--- src/slcs_defs.vh ---
`ifndef SLCS_DEFS_VH
`define SLCS_DEFS_VH

// Register byte addresses
`define SLCS_ADDR_CTRL     8'h00
`define SLCS_ADDR_STATUS   8'h04

// Control register fields
`define SLCS_CTRL_EQUIP    0
`define SLCS_CTRL_FAC      1
`define SLCS_CTRL_BYPASS   2
`define SLCS_CTRL_RECREF   3
`define SLCS_CTRL_HIRATE   4
`define SLCS_CTRL_RATIO_LO 5
`define SLCS_CTRL_RATIO_HI 7
`define SLCS_CTRL_RESET    8'h00

// Status register fields
`define SLCS_ST_LOSS       0
`define SLCS_ST_RECREF     1
`define SLCS_ST_LOCK       2
`define SLCS_ST_FULL       3
`define SLCS_ST_EMPTY      4
`define SLCS_ST_BADRATIO   5
`define SLCS_ST_DIV_LO     8
`define SLCS_ST_DIV_HI     13

// Ratio select patterns {bit2,bit1,bit0}
`define SLCS_SEL_19M       3'h6
`define SLCS_SEL_38M       3'h2
`define SLCS_SEL_51M       3'h1
`define SLCS_SEL_77M       3'h0

// Feedback divide ratios
`define SLCS_DIV_19M       6'h20
`define SLCS_DIV_38M       6'h10
`define SLCS_DIV_51M       6'h0C
`define SLCS_DIV_77M       6'h08

// Synthesized bit tick counter last count (tick spacing minus one clk cycle), high and low line rate
`define SLCS_SYN_HI_LAST   4'h1
`define SLCS_SYN_LO_LAST   4'h7

// Bits per byte, last bit index
`define SLCS_BIT_LAST      3'h7
`define SLCS_IDLE_BYTE     8'h00
`define SLCS_FIFO_DEPTH    32
`define SLCS_FIFO_AW       5

`endif

--- src/slcs_fifo.v ---
`default_nettype none

module slcs_fifo #(
	parameter WIDTH = 8,
	parameter DEPTH = 32,
	parameter AW    = 5
) (
	// Clock and reset
	input  wire             clk,
	input  wire             rst,
	// Fill side
	input  wire [WIDTH-1:0] inData,
	input  wire             inValid,
	output reg              inReady,
	// Drain side
	output wire [WIDTH-1:0] outData,
	output reg              outValid,
	input  wire             outReady
);

	reg [WIDTH-1:0] mem [0:DEPTH-1];
	reg [AW-1:0]    wrPtr;
	reg [AW-1:0]    rdPtr;
	reg [AW:0]      count;
	reg [AW:0]      next_count;
	wire            push;
	wire            pop;

	assign push    = inValid & inReady;
	assign pop     = outValid & outReady;
	assign outData = mem[rdPtr];

	always @*
	begin
		next_count = count;
		if (push & ~pop)
			next_count = count + 1'b1;
		else if (pop & ~push)
			next_count = count - 1'b1;
	end

	always @(posedge clk)
	begin
		if (push)
			mem[wrPtr] <= inData;
	end

	// Flags registered from the next count so both ports see honest full/empty
	always @(posedge clk or posedge rst)
	begin
		if (rst)
		begin
			wrPtr    <= {AW{1'b0}};
			rdPtr    <= {AW{1'b0}};
			count    <= {(AW+1){1'b0}};
			inReady  <= 1'b1;
			outValid <= 1'b0;
		end
		else
		begin
			if (push)
				wrPtr <= wrPtr + 1'b1;
			if (pop)
				rdPtr <= rdPtr + 1'b1;
			count    <= next_count;
			inReady  <= (next_count != DEPTH[AW:0]);
			outValid <= (next_count != {(AW+1){1'b0}});
		end
	end

endmodule

`default_nettype wire

--- src/slcs_top.v ---
`include "slcs_defs.vh"
`default_nettype none

module slcs_top (
	// Clock and reset
	input  wire        clk,
	input  wire        rst,
	// APB slave
	input  wire        psel,
	input  wire        penable,
	input  wire        pwrite,
	input  wire [7:0]  paddr,
	input  wire [31:0] pwdata,
	output reg  [31:0] prdata,
	output reg         pready,
	output reg         pslverr,
	// Framer transmit side
	input  wire [7:0]  txParallelIn,
	input  wire        txParallelValid,
	output wire        txParallelReady,
	output reg         txByteClockOut,
	// Framer receive side
	output reg  [7:0]  rxParallelOut,
	output reg         rxByteClockOut,
	// Optics serial side
	input  wire        rxSerialIn,
	input  wire        rxSerialClockIn,
	output reg         txSerialOut,
	output reg         txSerialClockOut,
	// Reference and loss inputs
	input  wire        referenceClockIn,
	input  wire        signalLossLevelIn,
	input  wire        signalLossPolarityIn
);

	////////////////////////////////////////////////////////////////////////
	// Ratio decode

	function [5:0] ratioDivide;
		input [2:0] sel;
		begin
			case (sel)
				`SLCS_SEL_19M: ratioDivide = `SLCS_DIV_19M;
				`SLCS_SEL_38M: ratioDivide = `SLCS_DIV_38M;
				`SLCS_SEL_51M: ratioDivide = `SLCS_DIV_51M;
				`SLCS_SEL_77M: ratioDivide = `SLCS_DIV_77M;
				default:       ratioDivide = 6'h00;
			endcase
		end
	endfunction

	////////////////////////////////////////////////////////////////////////
	// Control and derived modes

	reg  [7:0] ctrl;
	wire       equipmentLoopEnable;
	wire       facilityLoopEnable;
	wire       cmuBypassLoopTiming;
	wire       recoveredReferenceLoopTiming;
	wire       highRateSelect;
	wire [2:0] ratioSelect;
	wire [5:0] divRaw;
	wire [5:0] divRatio;
	wire       badRatio;
	wire       signalLoss;
	wire       recRefActive;

	assign equipmentLoopEnable          = ctrl[`SLCS_CTRL_EQUIP];
	assign facilityLoopEnable           = ctrl[`SLCS_CTRL_FAC];
	assign cmuBypassLoopTiming          = ctrl[`SLCS_CTRL_BYPASS];
	assign recoveredReferenceLoopTiming = ctrl[`SLCS_CTRL_RECREF];
	assign highRateSelect               = ctrl[`SLCS_CTRL_HIRATE];
	assign ratioSelect                  = ctrl[`SLCS_CTRL_RATIO_HI:`SLCS_CTRL_RATIO_LO];

	assign divRaw   = ratioDivide(ratioSelect);
	assign badRatio = (divRaw == 6'h00);
	// Undefined pattern falls back to the 77.76 MHz ratio
	assign divRatio = badRatio ? `SLCS_DIV_77M : divRaw;

	assign signalLoss   = ~(signalLossLevelIn ^ signalLossPolarityIn);
	// Never let the multiplier lock to its own looped output
	assign recRefActive = recoveredReferenceLoopTiming & ~signalLoss & ~equipmentLoopEnable;

	////////////////////////////////////////////////////////////////////////
	// Input edge detection (inputs are synchronous to clk)

	reg  rxClkPrev;
	reg  refClkPrev;
	wire rxClkRise;
	wire refClkRise;

	assign rxClkRise  = rxSerialClockIn & ~rxClkPrev;
	assign refClkRise = referenceClockIn & ~refClkPrev;

	always @(posedge clk or posedge rst)
	begin
		if (rst)
		begin
			rxClkPrev  <= 1'b0;
			refClkPrev <= 1'b0;
		end
		else
		begin
			rxClkPrev  <= rxSerialClockIn;
			refClkPrev <= referenceClockIn;
		end
	end

	////////////////////////////////////////////////////////////////////////
	// Clock multiplier model: synthesized bit tick, feedback divider, lock

	reg  [3:0] synCnt;
	reg  [5:0] fbCnt;
	reg  [2:0] rxDivCnt;
	reg        locked;
	wire [3:0] synLast;
	wire       synthTick;
	wire       bitTick;
	wire       rxByteTick;
	wire       refEdge;

	assign synLast    = highRateSelect ? `SLCS_SYN_HI_LAST : `SLCS_SYN_LO_LAST;
	assign synthTick  = (synCnt == synLast);
	assign bitTick    = cmuBypassLoopTiming ? rxClkRise : synthTick;
	assign rxByteTick = rxClkRise & (rxDivCnt == `SLCS_BIT_LAST);
	assign refEdge    = recRefActive ? rxByteTick : refClkRise;

	always @(posedge clk or posedge rst)
	begin
		if (rst)
		begin
			synCnt   <= 4'h0;
			fbCnt    <= 6'h00;
			rxDivCnt <= 3'h0;
			locked   <= 1'b0;
		end
		else
		begin
			synCnt <= synthTick ? 4'h0 : synCnt + 1'b1;
			if (rxClkRise)
				rxDivCnt <= rxDivCnt + 1'b1;
			// Phase comparison: reference edge must meet the divider wrap
			if (refEdge)
			begin
				locked <= (fbCnt == 6'h00);
				fbCnt  <= (synthTick && divRatio != 6'h01) ? 6'h01 : 6'h00;
			end
			else if (synthTick)
				fbCnt <= (fbCnt == divRatio - 1'b1) ? 6'h00 : fbCnt + 1'b1;
		end
	end

	////////////////////////////////////////////////////////////////////////
	// Transmit FIFO

	wire [7:0] fifoData;
	wire       fifoValid;
	wire       fifoPop;
	reg  [2:0] serCnt;

	assign fifoPop = bitTick & (serCnt == 3'h0);

	slcs_fifo #(
		.WIDTH (8),
		.DEPTH (`SLCS_FIFO_DEPTH),
		.AW    (`SLCS_FIFO_AW)
	) i_slcs_fifo (
		.clk      (clk),
		.rst      (rst),
		.inData   (txParallelIn),
		.inValid  (txParallelValid),
		.inReady  (txParallelReady),
		.outData  (fifoData),
		.outValid (fifoValid),
		.outReady (fifoPop)
	);

	////////////////////////////////////////////////////////////////////////
	// Serializer, MSB first; idle byte sent when the FIFO runs dry

	reg  [7:0] serShift;
	reg        serBit;
	wire [7:0] serLoad;

	assign serLoad = fifoValid ? fifoData : `SLCS_IDLE_BYTE;

	always @(posedge clk or posedge rst)
	begin
		if (rst)
		begin
			serShift       <= 8'h00;
			serBit         <= 1'b0;
			serCnt         <= 3'h0;
			txByteClockOut <= 1'b0;
		end
		else if (bitTick)
		begin
			serCnt         <= serCnt + 1'b1;
			txByteClockOut <= serCnt[2];
			if (serCnt == 3'h0)
			begin
				serBit   <= serLoad[7];
				serShift <= {serLoad[6:0], 1'b0};
			end
			else
			begin
				serBit   <= serShift[7];
				serShift <= {serShift[6:0], 1'b0};
			end
		end
	end

	////////////////////////////////////////////////////////////////////////
	// Serial transmit output select

	always @(posedge clk or posedge rst)
	begin
		if (rst)
		begin
			txSerialOut      <= 1'b0;
			txSerialClockOut <= 1'b0;
		end
		else if (facilityLoopEnable)
		begin
			// Serializer output is dropped here, also in split loopback
			txSerialOut      <= rxSerialIn;
			txSerialClockOut <= rxSerialClockIn;
		end
		else
		begin
			txSerialOut      <= serBit;
			txSerialClockOut <= bitTick;
		end
	end

	////////////////////////////////////////////////////////////////////////
	// Deserializer and receive byte output

	reg  [7:0] desShift;
	reg  [2:0] desCnt;
	wire       desTick;
	wire       desBit;
	wire [7:0] desByte;

	// Equipment loop takes serializer bits on bitTick (synthesized tick, or rx clock rise in bypass)
	assign desTick = equipmentLoopEnable ? bitTick : rxClkRise;
	assign desBit  = equipmentLoopEnable ? serBit : rxSerialIn;
	assign desByte = {desShift[6:0], desBit};

	always @(posedge clk or posedge rst)
	begin
		if (rst)
		begin
			desShift       <= 8'h00;
			desCnt         <= 3'h0;
			rxParallelOut  <= 8'h00;
			rxByteClockOut <= 1'b0;
		end
		else
		begin
			if (desTick)
			begin
				desShift       <= desByte;
				desCnt         <= desCnt + 1'b1;
				rxByteClockOut <= desCnt[2];
			end
			if (signalLoss)
				rxParallelOut <= 8'h00;
			else if (desTick && desCnt == `SLCS_BIT_LAST)
				rxParallelOut <= desByte;
		end
	end

	////////////////////////////////////////////////////////////////////////
	// APB slave: one wait state, write lands on the completing edge

	wire        access;
	wire        addrOk;
	reg  [31:0] readMux;

	assign access = psel & penable;
	assign addrOk = (paddr == `SLCS_ADDR_CTRL) | (paddr == `SLCS_ADDR_STATUS);

	always @*
	begin
		readMux = 32'h00000000;
		case (paddr)
			`SLCS_ADDR_CTRL:
				readMux[7:0] = ctrl;
			`SLCS_ADDR_STATUS:
			begin
				readMux[`SLCS_ST_LOSS]     = signalLoss;
				readMux[`SLCS_ST_RECREF]   = recRefActive;
				readMux[`SLCS_ST_LOCK]     = locked;
				readMux[`SLCS_ST_FULL]     = ~txParallelReady;
				readMux[`SLCS_ST_EMPTY]    = ~fifoValid;
				readMux[`SLCS_ST_BADRATIO] = badRatio;
				readMux[`SLCS_ST_DIV_HI:`SLCS_ST_DIV_LO] = divRatio;
			end
			default:
				readMux = 32'h00000000;
		endcase
	end

	always @(posedge clk or posedge rst)
	begin
		if (rst)
		begin
			ctrl    <= `SLCS_CTRL_RESET;
			prdata  <= 32'h00000000;
			pready  <= 1'b0;
			pslverr <= 1'b0;
		end
		else if (access && !pready)
		begin
			pready  <= 1'b1;
			prdata  <= pwrite ? 32'h00000000 : readMux;
			pslverr <= ~addrOk;
		end
		else
		begin
			pready  <= 1'b0;
			pslverr <= 1'b0;
			if (access && pwrite && paddr == `SLCS_ADDR_CTRL)
				ctrl <= pwdata[7:0];
		end
	end

endmodule

`default_nettype wire

--- config.mk ---
export PLATFORM = sky130hd
export DESIGN_NAME = slcs_top
export DESIGN_NICKNAME = d
export VERILOG_FILES = /design/src/slcs_fifo.v /design/src/slcs_top.v
export VERILOG_INCLUDE_DIRS = /design/src
export SDC_FILE = /design/constraint.sdc
export NUM_CORES = 1
export LEC_CHECK = 0
export BUFFER_PORTS_ARGS = -buffer_cell sky130_fd_sc_hd__clkbuf_2
export CAP_MARGIN = 40
export CORE_MARGIN = 1
export CORE_UTILIZATION = 50
export CTS_BUF_LIST = sky130_fd_sc_hd__clkbuf_4
export CTS_CLUSTER_SIZE = 20
export DETAILED_ROUTE_END_ITERATION = 10
export PLACE_DENSITY = 0.68
export SLEW_MARGIN = 20
export SYNTH_ARGS = -nofsm -noshare
export SYNTH_HDL_FRONTEND = slang
export SYNTH_SLANG_ARGS = --single-unit
--- constraint.sdc ---
create_clock -name clk -period 8.65 [get_ports clk]
set_clock_uncertainty 0.15 [all_clocks]
set_input_delay 0.865 -clock clk [delete_from_list [all_inputs] [get_ports clk]]
set_output_delay 0.865 -clock clk [all_outputs]
set_load 0.005 [all_outputs]
---- Word-level counts from Yosys, hierarchy flattened ----
Memories as Yosys holds them, arrays and structs flattened.
Index checks and enable logic that the tools add are counted.
word-level totals
  register bits ........................... 110
  bits in writable memories ............... 256
  input port bits ......................... 59
  logic and storage cells ................. 113
  memories ................................ 1
cells by class
  $add $sub $neg .......................... 10
  equality and inequality tests ........... 11
  muxes and demuxes ....................... 29
  bitwise logic cells ..................... 23
  reduce and logical (&&, ||, !) cells .... 14
memories
  name             depth  width  rd ports  clocked after Yosys merged registers in  write ports  RTL line        text
  i_slcs_fifo.mem  32     8      1         0                                        1            slcs_fifo.v:21  reg [WIDTH-1:0] mem [0:DEPTH-1];
operator list
  operator               count
  $mux W6                7
  $mux W8                4
  $pmux W6 S4            1
  $mux W14               1
  $add A6 B1 Y6 const B  2
  $logic_not A6 Y1       2
  $mux W1                12
  $pmux W6 S2            1
  $sub A6 B1 Y6 const B  2
  $and A1 B1 Y1          11
  $add A5 B1 Y5 const B  2
  $not A1 Y1             10
  $add A3 B1 Y3 const B  3
  $eq A3 B3 Y1 const B   3
  $eq A8 B3 Y1 const B   1
  $logic_not A8 Y1       1
  $eq A6 B6 Y1           1
  $logic_not A3 Y1       2
  $ne A6 B1 Y1 const B   1
  $ne A6 B6 Y1 const B   1
  $reduce_bool A6 Y1     1
  $logic_and A1 B1 Y1    5
  $add A4 B1 Y4 const B  1
  $eq A4 B3 Y1           1
  11 further kinds       11

---- Longest topological paths before layout ----
Gate-level depths: netlist (run 1).
  depth in word-level cells ............... 9
  mapped depth ............................ 10
  gate-level depth less buffers ........... 9

---- Cells and area by module ----
Synthesis (run 1) repeated with hierarchy kept, for this count alone.
unflattened totals
  cells, all modules ...................... 970
  area total of the unflattened synthesis .. 14338.8 um^2
by module, submodules not included
  module     instances  cells each  area each (um^2)  seq. area each (um^2)
  slcs_fifo  1          674         11031.8           8139.1
  slcs_top   1          296         3306.9            1776.7

---- Worst setup path after synthesis (run 1) ----
Ideal clock, no wire load.
  kind .................................... input -> register
  from .................................... in paddr[5]
  to ...................................... reg ctrl[0]
  arrival ................................. 2.419 ns
  path slack .............................. 5.956 ns
  stages on the path ...................... 4
  buffers on the path ..................... 0
  path through ............................ or4_4 nor4_4 nor3b_4 mux2_4
on the way
  longest elaborated chain between the ends .. 3
RTL lines
  what                           RTL line        text
  start, declared                slcs_top.v:12   input wire [7:0] paddr,
  $logic_not A8 Y1               -
  $logic_and A1 B1 Y1 (no line)  -
  $reduce_and A2 Y1 (no line)    -
  end signal, assigned           slcs_top.v:309  ctrl <= `SLCS_CTRL_RESET;
  end signal, assigned           slcs_top.v:325  ctrl <= pwdata[7:0];
  end, declared                  slcs_top.v:55   reg [7:0] ctrl;
Every way passes these cells.
A chain may end at the register's enable or synchronous reset.

---- Worst setup path after layout (run 1) ----
  from .................................... reg i_slcs_fifo.rdPtr[0]
  to ...................................... reg serShift[5]
on the way
  longest elaborated chain between the ends .. 3
RTL lines
  what                    RTL line        text
  start, declared         slcs_fifo.v:23  reg [AW-1:0] rdPtr;
  start signal, assigned  slcs_fifo.v:54  rdPtr <= {AW{1'b0}};
  start signal, assigned  slcs_fifo.v:64  rdPtr <= rdPtr + 1'b1;
  $mem_v2 Z32 W8          -
  $mux W8 (no line)       -
  $mux W8                 slcs_top.v:200  if (serCnt == 3'h0)
  end signal, assigned    slcs_top.v:203  serShift <= {serLoad[6:0], 1'b0};
  end signal, assigned    slcs_top.v:208  serShift <= {serShift[6:0], 1'b0};
  end, declared           slcs_top.v:181  reg [7:0] serShift;
Every way passes these cells.

==> results by group, run 1 <==
Outcome
  • Status: finished clean

Global routing
  • Total track usage: 0.196
  • Largest net degree at the start of global routing: 51
  • Antenna violations before repair: 1
  • Total grt overflow: 0
  • Number of global-route vias before repair: 7731
  • First-pass GRT wire length: 42.7 mm

Floorplanning
  • Die W: 171 um
  • Placement Rows: 61
  • Die extent in y: 171 um
  • Initial Util: 0.512
  • Core ar.: 0.0280 sq mm
  • Die area: 0.0294 sq mm
  • I/O pin cnt: 106

Power and ir drop
  • Power Density: 237 mW/mm^2
  • Int Pwr: 2.85 mW
  • Seq pwr share: 0.526
  • Leak: 5.95 nW
  • Peak supply drop: 0.139 mV
  • Switching power: 990 uW
  • Logic pwr share: 0.108
  • Clock power frac: 0.366
  • Switching share of power: 0.258

Drt
  • Drt wl/cell: 19.6 um
  • Final wirelength: 27.6 mm
  • Post-DRT Antenna Nets: 0
  • DR vias/cell: 5.47
  • Initial DRT Pass Iterations: 4
  • Via count: 7712
  • 1st-iter DRT viols: 579
  • Drt drc: 0

Worst setup path
  • R2R cell count: 6
  • Required @ worst endpoint: 9050 ps
  • R2R setup slack: 5440 ps
  • RR Endpoint: serShift[5]$_DFFE_PP0P_
  • Most used cell, CP: mux4_2
  • R2r startpoint: i_slcs_fifo.rdPtr[0]$_DFFE_PP0P_
  • Arrival time at the worst endpoint: 3610 ps
  • WS Path Type: reg2reg
  • Setup crit start kind: flop
  • CP endpoint kind: flop
  • Critical path fanouts, max: 32
  • CP Cell Sequence: buf_4, buf_16, mux4_2, mux4_2, mux2i_1, o22ai_1
  • Crit path largest cell delay: 700 ps
  • CP max-delay cell: dfrtp_4

Yosys
  • EDFF count, synth: 256
  • Synth Instances: 823
  • Count of different cell masters after synthesis: 64
  • Commonest register cell after synthesis: edfxtp_1
  • Syn avg cell area: 17.4 sq um
  • Post-synth ARST share: 0.258
  • Sequential-to-total area share from yosys stat: 0.692
  • Ys Warns: 0
  • Synth Register Bits: 345
  • Area of the mapped netlist: 0.0143 sq mm

Clock tree
  • Latest clock arrival within the worst-skew pair: 740 ps
  • Post-CTS Setup Repair Bufs: 0
  • Clk slew on worst S/H paths: 70 ps
  • CTS Buffer Depth: 3
  • CTS tree: done
  • Cts bufs inserted: 90
  • Root Buffer: clkbuf_4
  • # H-tree levels: 3
  • Sink count of the clock tree: 345

Placement
  • # port buffers: 61
  • Final Wtd Congestion: 0.799
  • DP HPWL: 17.1 mm

Worst hold path
  • Min-delay src: referenceClockIn
  • Endpoint, Worst Hold: refClkPrev$_DFF_PP0_
  • HP Class: in2reg
  • Hold Crit Depth: 1

Final layout
  • Register area: 0.00992 sq mm
  • Fillers: 2188
  • Layout cells sized above 1: 0.333
  • Multi-input gate area: 0.00412 sq mm
  • Nets: 1034
  • Most common cell after layout, fill and taps aside: edfxtp_1
  • Area Overhead vs Synth: 13.2%
  • Most frequent cells in the layout: edfxtp_1, clkbuf_4, dfrtp_1, mux4_2, clkbuf_2
  • Fin util: 0.579

Timing
  • Setup_tns: 0 ps
  • Worst slew margin: 0.461
  • Achievable Freq: 311 MHz
  • Fin crit share: 0.372
  • Pins Over Slew Limit: 0
  • RSZ-0062 raised after global routing: false
  • Fin. Hold Viols: 0
  • Final setup fails: 0
  • Worst-Margin Slew: 805 ps
  • Fin crit period: 3210 ps

Run
  • Max_cap viols: 0
-- Yosys cell counts, types with 15 or more instances --
master | number | area share
dfrtp_1 | 88 | 0.15
mux2i_1 | 18 | 0.013
edfxtp_1 | 256 | 0.54
buf_4 | 21 | 0.011
nand3_1 | 15 | 0.0052
mux4_2 | 80 | 0.13
nor2_1 | 55 | 0.014
ha_1 | 18 | 0.016
nand2_1 | 52 | 0.014
o21ai_0 | 15 | 0.0052
clkbuf_1 | 16 | 0.0042
-- what timing repair did --
action / CTS / global route
hold endpoints to repair: 9 / 0
resized for setup: 0 / 0
hold buffers: 1 / 0
-- state kept, by name, indices dropped and copies added (netlist names), 3 cells and up --
register and flops:
i_slcs_fifo.mem 256, synCnt 4, i_slcs_fifo.count 6, rxParallelOut 8, prdata 12, fbCnt 6, i_slcs_fifo.wrPtr 5, serShift 7
rxDivCnt 3, i_slcs_fifo.rdPtr 5, ctrl 8, serCnt 3, desCnt 3, desShift 7
-- metal layers --
metal,GRT usage,share of wire,vias to the layer above
met2,0.306,0.48,259
li1,-,-,3512
met4,0.0780,0.020,0
met5,0,0,-
met3,0.0453,0.058,47
met1,0.267,0.45,3894
-- cell families after synthesis --
| family | count (synthesis) | synth area share |
|---|---|---|
| buffers and inverters | 69 | 0.0264 |
| DFF | 345 | 0.692 |
| adders and majority gates | 18 | 0.0157 |
| AOI/OAI and AO/OA | 75 | 0.0364 |
| xor gates and xnor gates | 16 | 0.00977 |
| muxes | 117 | 0.155 |
| other | 1 | 0.000262 |
| and+or+nand+nor | 182 | 0.0650 |
-- worst max-delay path by stage --
| stage | from | to | slack, ps |
|---|---|---|---|
| floorplan | rst | ctrl[0]$_DFFE_PP0P_ | 5330 |
| global placement | i_slcs_fifo.rdPtr[0]$_DFFE_PP0P_ | serBit$_DFFE_PP0P_ | 5200 |
| detailed placement | i_slcs_fifo.rdPtr[0]$_DFFE_PP0P_ | serBit$_DFFE_PP0P_ | 5410 |
| CTS | i_slcs_fifo.rdPtr[0]$_DFFE_PP0P_ | serShift[7]$_DFFE_PP0P_ | 5390 |
| global route | i_slcs_fifo.rdPtr[0]$_DFFE_PP0P_ | serShift[7]$_DFFE_PP0P_ | 5270 |
| finish | i_slcs_fifo.rdPtr[0]$_DFFE_PP0P_ | serShift[5]$_DFFE_PP0P_ | 5440 |
-- worst max-delay path, delay by kind of cell (launching register included) --
kind                   cells  cell delay (ps)
AO/OA/AOI/OAI              1              110
buffers and inverters      2              760
flip-flops                 1              700
multiplexers               3             1320
-- metrics by stage --
step	std cells	total power [mW]	hold slack [ps]	setup slack, ps	area [sq um]
finish	1410	3.84	141	5440	16200
global route	1410	4.03	86.8	5270	16200
CTS	1402	3.88	83.8	5390	16200
detailed placement	1235	2.47	307	5410	15000
global placement	1232	2.44	311	5200	14900
floorplan	842	2.33	290	5330	14400
-- cell type report --
type | instances | share of cell area
repair buffers | 78 | 0.0291
inverters | 14 | 0.00332
flip-flops and latches | 345 | 0.611
multi-input cells | 428 | 0.254
clock buffers | 139 | 0.0643
diodes | 1 | 0.000154
clock inverters | 27 | 0.00887
well taps | 378 | 0.0291
-- power by group through the flow --
stage	Clock [mW]	Sequential, mW	Combinational [mW]
global placement	0	2.05	0.398
global route	1.53	2.03	0.465
detailed placement	0	2.05	0.414
floorplan	0	2.01	0.320
CTS	1.44	2.02	0.417
finish	1.41	2.02	0.416
Note: power is estimated with default switching activity, not from simulation.
==> inputs of run 2 (changes only) <==
clock period = 3.1 ns   (was 8.65 ns; I/O delays follow)
==> run 2 against run 1 <==
Effect of this change: final area up 2.8%; critical endpoint is now fbCnt[1]$_DFFE_PP0P_; maximum frequency is 9.9% higher; global-route usage increased by 0.42 points; die area did not move; hold slack worse by 45 ps; count of clock-buffer cells in the layout shrank 2; sequential share of layout area down 1.7 points; core utilization up 1.6 points; register-to-register slack lost 5300 ps.
==> results by group, run 2 (synthesis results as in run 1) <==
Final layout
  • Most frequent cells in the layout: edfxtp_1, clkbuf_4, dfrtp_1, mux4_2, clkbuf_2
  • Nets: 1089 (+5.3%)
  • Top flop regs: i_slcs_fifo.mem (256), prdata (12)
  • Fin util: 0.595 (+0.0162)
  • Final instance area: 0.0167 sq mm (+2.8%)
  • Biggest register: i_slcs_fifo.mem
  • Layout cells sized above 1: 0.340 (+0.00776)
  • Area Overhead vs Synth: 16.3%
  • Non-filler cells, final: 1457 (+3.3%)
  • Number of flip-flops in the largest register: 256 (unchanged)
  • Most common cell after layout, fill and taps aside: edfxtp_1

Global routing
  • Total track usage: 0.200 (+0.00421)
  • Total grt overflow: 0 (unchanged)
  • Antenna violations before repair: 1 (unchanged)
  • Number of global-route vias before repair: 8018 (+3.7%)
  • Largest net degree at the start of global routing: 47 (-7.8%)
  • First-pass GRT wire length: 43.6 mm (+2.1%)

Worst setup path
  • WS Path Type: reg2reg
  • RR Endpoint: fbCnt[1]$_DFFE_PP0P_
  • R2r startpoint: ctrl[6]$_DFFE_PP0P_
  • Required @ worst endpoint: 3470 ps (-5580 ps)
  • CP endpoint kind: flop
  • Setup crit start kind: flop
  • Arrival time at the worst endpoint: 3300 ps (-310 ps)
  • R2R setup slack: 180 ps (-5260 ps)
  • Critical path fanouts, max: 8 (-75%)
  • R2R cell count: 9 (+3)

Floorplanning
  • Die W: 171 um (unchanged)
  • Core ar.: 0.0280 sq mm (unchanged)
  • I/O pin cnt: 106 (unchanged)
  • Die area: 0.0294 sq mm (unchanged)
  • Die extent in y: 171 um (unchanged)
  • Initial Util: 0.512 (unchanged)
  • Placement Rows: 61 (unchanged)

Clock tree
  • Post-CTS sizing: 0 (unchanged)
  • CTS tree: done
  • Latest clock arrival within the worst-skew pair: 720 ps (-20 ps)
  • CTS Hold Bufs: 29 (+28)
  • Root Buffer: clkbuf_4
  • # H-tree levels: 3 (unchanged)
  • Cts bufs inserted: 89 (-1.1%)
  • Post-CTS Setup Repair Bufs: 0 (unchanged)
  • Clk slew on worst S/H paths: 60 ps (about the same)
  • Sink count of the clock tree: 345 (unchanged)
  • CTS Buffer Depth: 3 (unchanged)

Drt
  • DR vias/cell: 5.41 (-1.0%)
  • 1st-iter DRT viols: 578 (-0.17%)
  • Post-DRT Antenna Nets: 0 (unchanged)
  • Initial DRT Pass Iterations: 4 (unchanged)
  • Via count: 7889 (+2.3%)
  • Drt wl/cell: 19.0 um (-3.0%)
  • Final wirelength: 27.7 mm (+0.27%)
  • Drt drc: 0 (unchanged)

Placement
  • DP HPWL: 17.0 mm (-0.15%)
  • # port buffers: 61 (unchanged)
  • DP Area: 0.0152 sq mm (+1.7%)
  • Dpl ws: 228 ps (-5180 ps)
  • Final Wtd Congestion: 0.807 (+1.1%)
  • Placed Instances: 1270 (+2.8%)

Power and ir drop
  • Leak: 6.20 nW (+4.3%)
  • Logic pwr share: 0.114 (+0.006)
  • Clock power frac: 0.361 (-0.005)
  • Switching power: 2.68 mW (+170%)
  • Total power: 10.7 mW (+180%)
  • Power Density: 642 mW/mm^2 (+170%)
  • Int Pwr: 8.02 mW (+180%)
  • Seq pwr share: 0.525 (about the same)
  • Switching share of power: 0.251 (-0.00705)
  • Peak supply drop: 0.430 mV (+210%)

Timing
  • Worst slew margin: 0.487 (+0.0256)
  • Fin crit share: 0.943 (+0.572)
  • Setup_tns: 0 ps (unchanged)
  • Fin crit period: 2920 ps (-291 ps)
  • Setup ws final: 176 ps (-5260 ps)
  • RSZ-0062 raised after global routing: false
  • Achievable Freq: 342 MHz (+9.9%)
  • Final setup fails: 0 (unchanged)
  • Worst-Margin Slew: 770 ps (-35.4 ps)
  • Fin. Hold Viols: 0 (unchanged)
  • Pins Over Slew Limit: 0 (unchanged)
  • Hold Slack: 96.3 ps (-44.7 ps)

Worst hold path
  • Min-delay src: paddr[3]
  • Hold Crit Depth: 5 (+4)
  • HP Class: in2reg
  • Endpoint, Worst Hold: prdata[3]$_DFFE_PP0P_

Outcome
  • Status: finished clean

Run
  • Max_cap viols: 0 (unchanged)
[run 2: cell types whose count changed in the layout (fill, tap and decap cells not counted)]
| cell | change |
|---|---|
| buf_12 | +3 |
| buf_16 | -2 |
| buf_2 | -1 |
| buf_4 | +28 |
| bufinv_16 | +1 |
| clkbuf_4 | -2 |
| clkinv_1 | -5 |
| clkinv_2 | -1 |
| clkinv_4 | -1 |
| clkinv_8 | -1 |
| clkinvlp_4 | +1 |
| dlygate4sd3_1 | +28 |
| inv_8 | -1 |
[run 2: power by group through the flow]
stage	Clock, mW	Combinational [mW]	Sequential (mW)
3_3_place_gp	0	1.18	5.70
4_1_cts	3.98	1.24	5.62
6_report	3.86	1.22	5.62
2_1_floorplan	0	0.893	5.61
3_5_place_dp	0	1.22	5.71
5_1_grt	4.22	1.37	5.66
[run 2: worst max-delay path by stage]
| stage | start | to | slack (ps) | cells past startpoint |
|---|---|---|---|---|
| finish | ctrl[6]$_DFFE_PP0P_ | fbCnt[1]$_DFFE_PP0P_ | 180 | 9 |
| global route | ctrl[6]$_DFFE_PP0P_ | fbCnt[1]$_DFFE_PP0P_ | 30 | 9 |
| CTS | ctrl[6]$_DFFE_PP0P_ | fbCnt[1]$_DFFE_PP0P_ | 190 | 9 |
| detailed placement | ctrl[6]$_DFFE_PP0P_ | fbCnt[1]$_DFFE_PP0P_ | 230 | 9 |
| global placement | ctrl[6]$_DFFE_PP0P_ | fbCnt[1]$_DFFE_PP0P_ | 260 | 9 |
| floorplan | rst | ctrl[0]$_DFFE_PP0P_ | 330 | 1 |
[run 2: final cells by class]
cell class,instances,area (sq um)
fillers,2152,11300
clock buffers,137,1030
inverters,14,53.8
multi-input cells,428,4120
repair buffers,134,963
flip-flops and latches,345,9920
diodes,1,2.50
well taps,378,473
clock inverters,20,121
[run 2: worst max-delay path: stages (launching register included)]
cell      delay, ps
dfrtp_1         480
nor2b_1         490
nand2b_1        200
ha_1            220
or3b_2          180
a21oi_1          70
o31a_1          290
a2111o_1        450
nand2_1         160
o32ai_1          90
[run 2: routing by layer]
metal	track usage	vias to the layer above	part of all wire
li1	-	3624	-
met1	0.274	3985	0.46
met2	0.314	234	0.48
met3	0.0389	46	0.043
met4	0.0858	0	0.022
met5	0	-	0
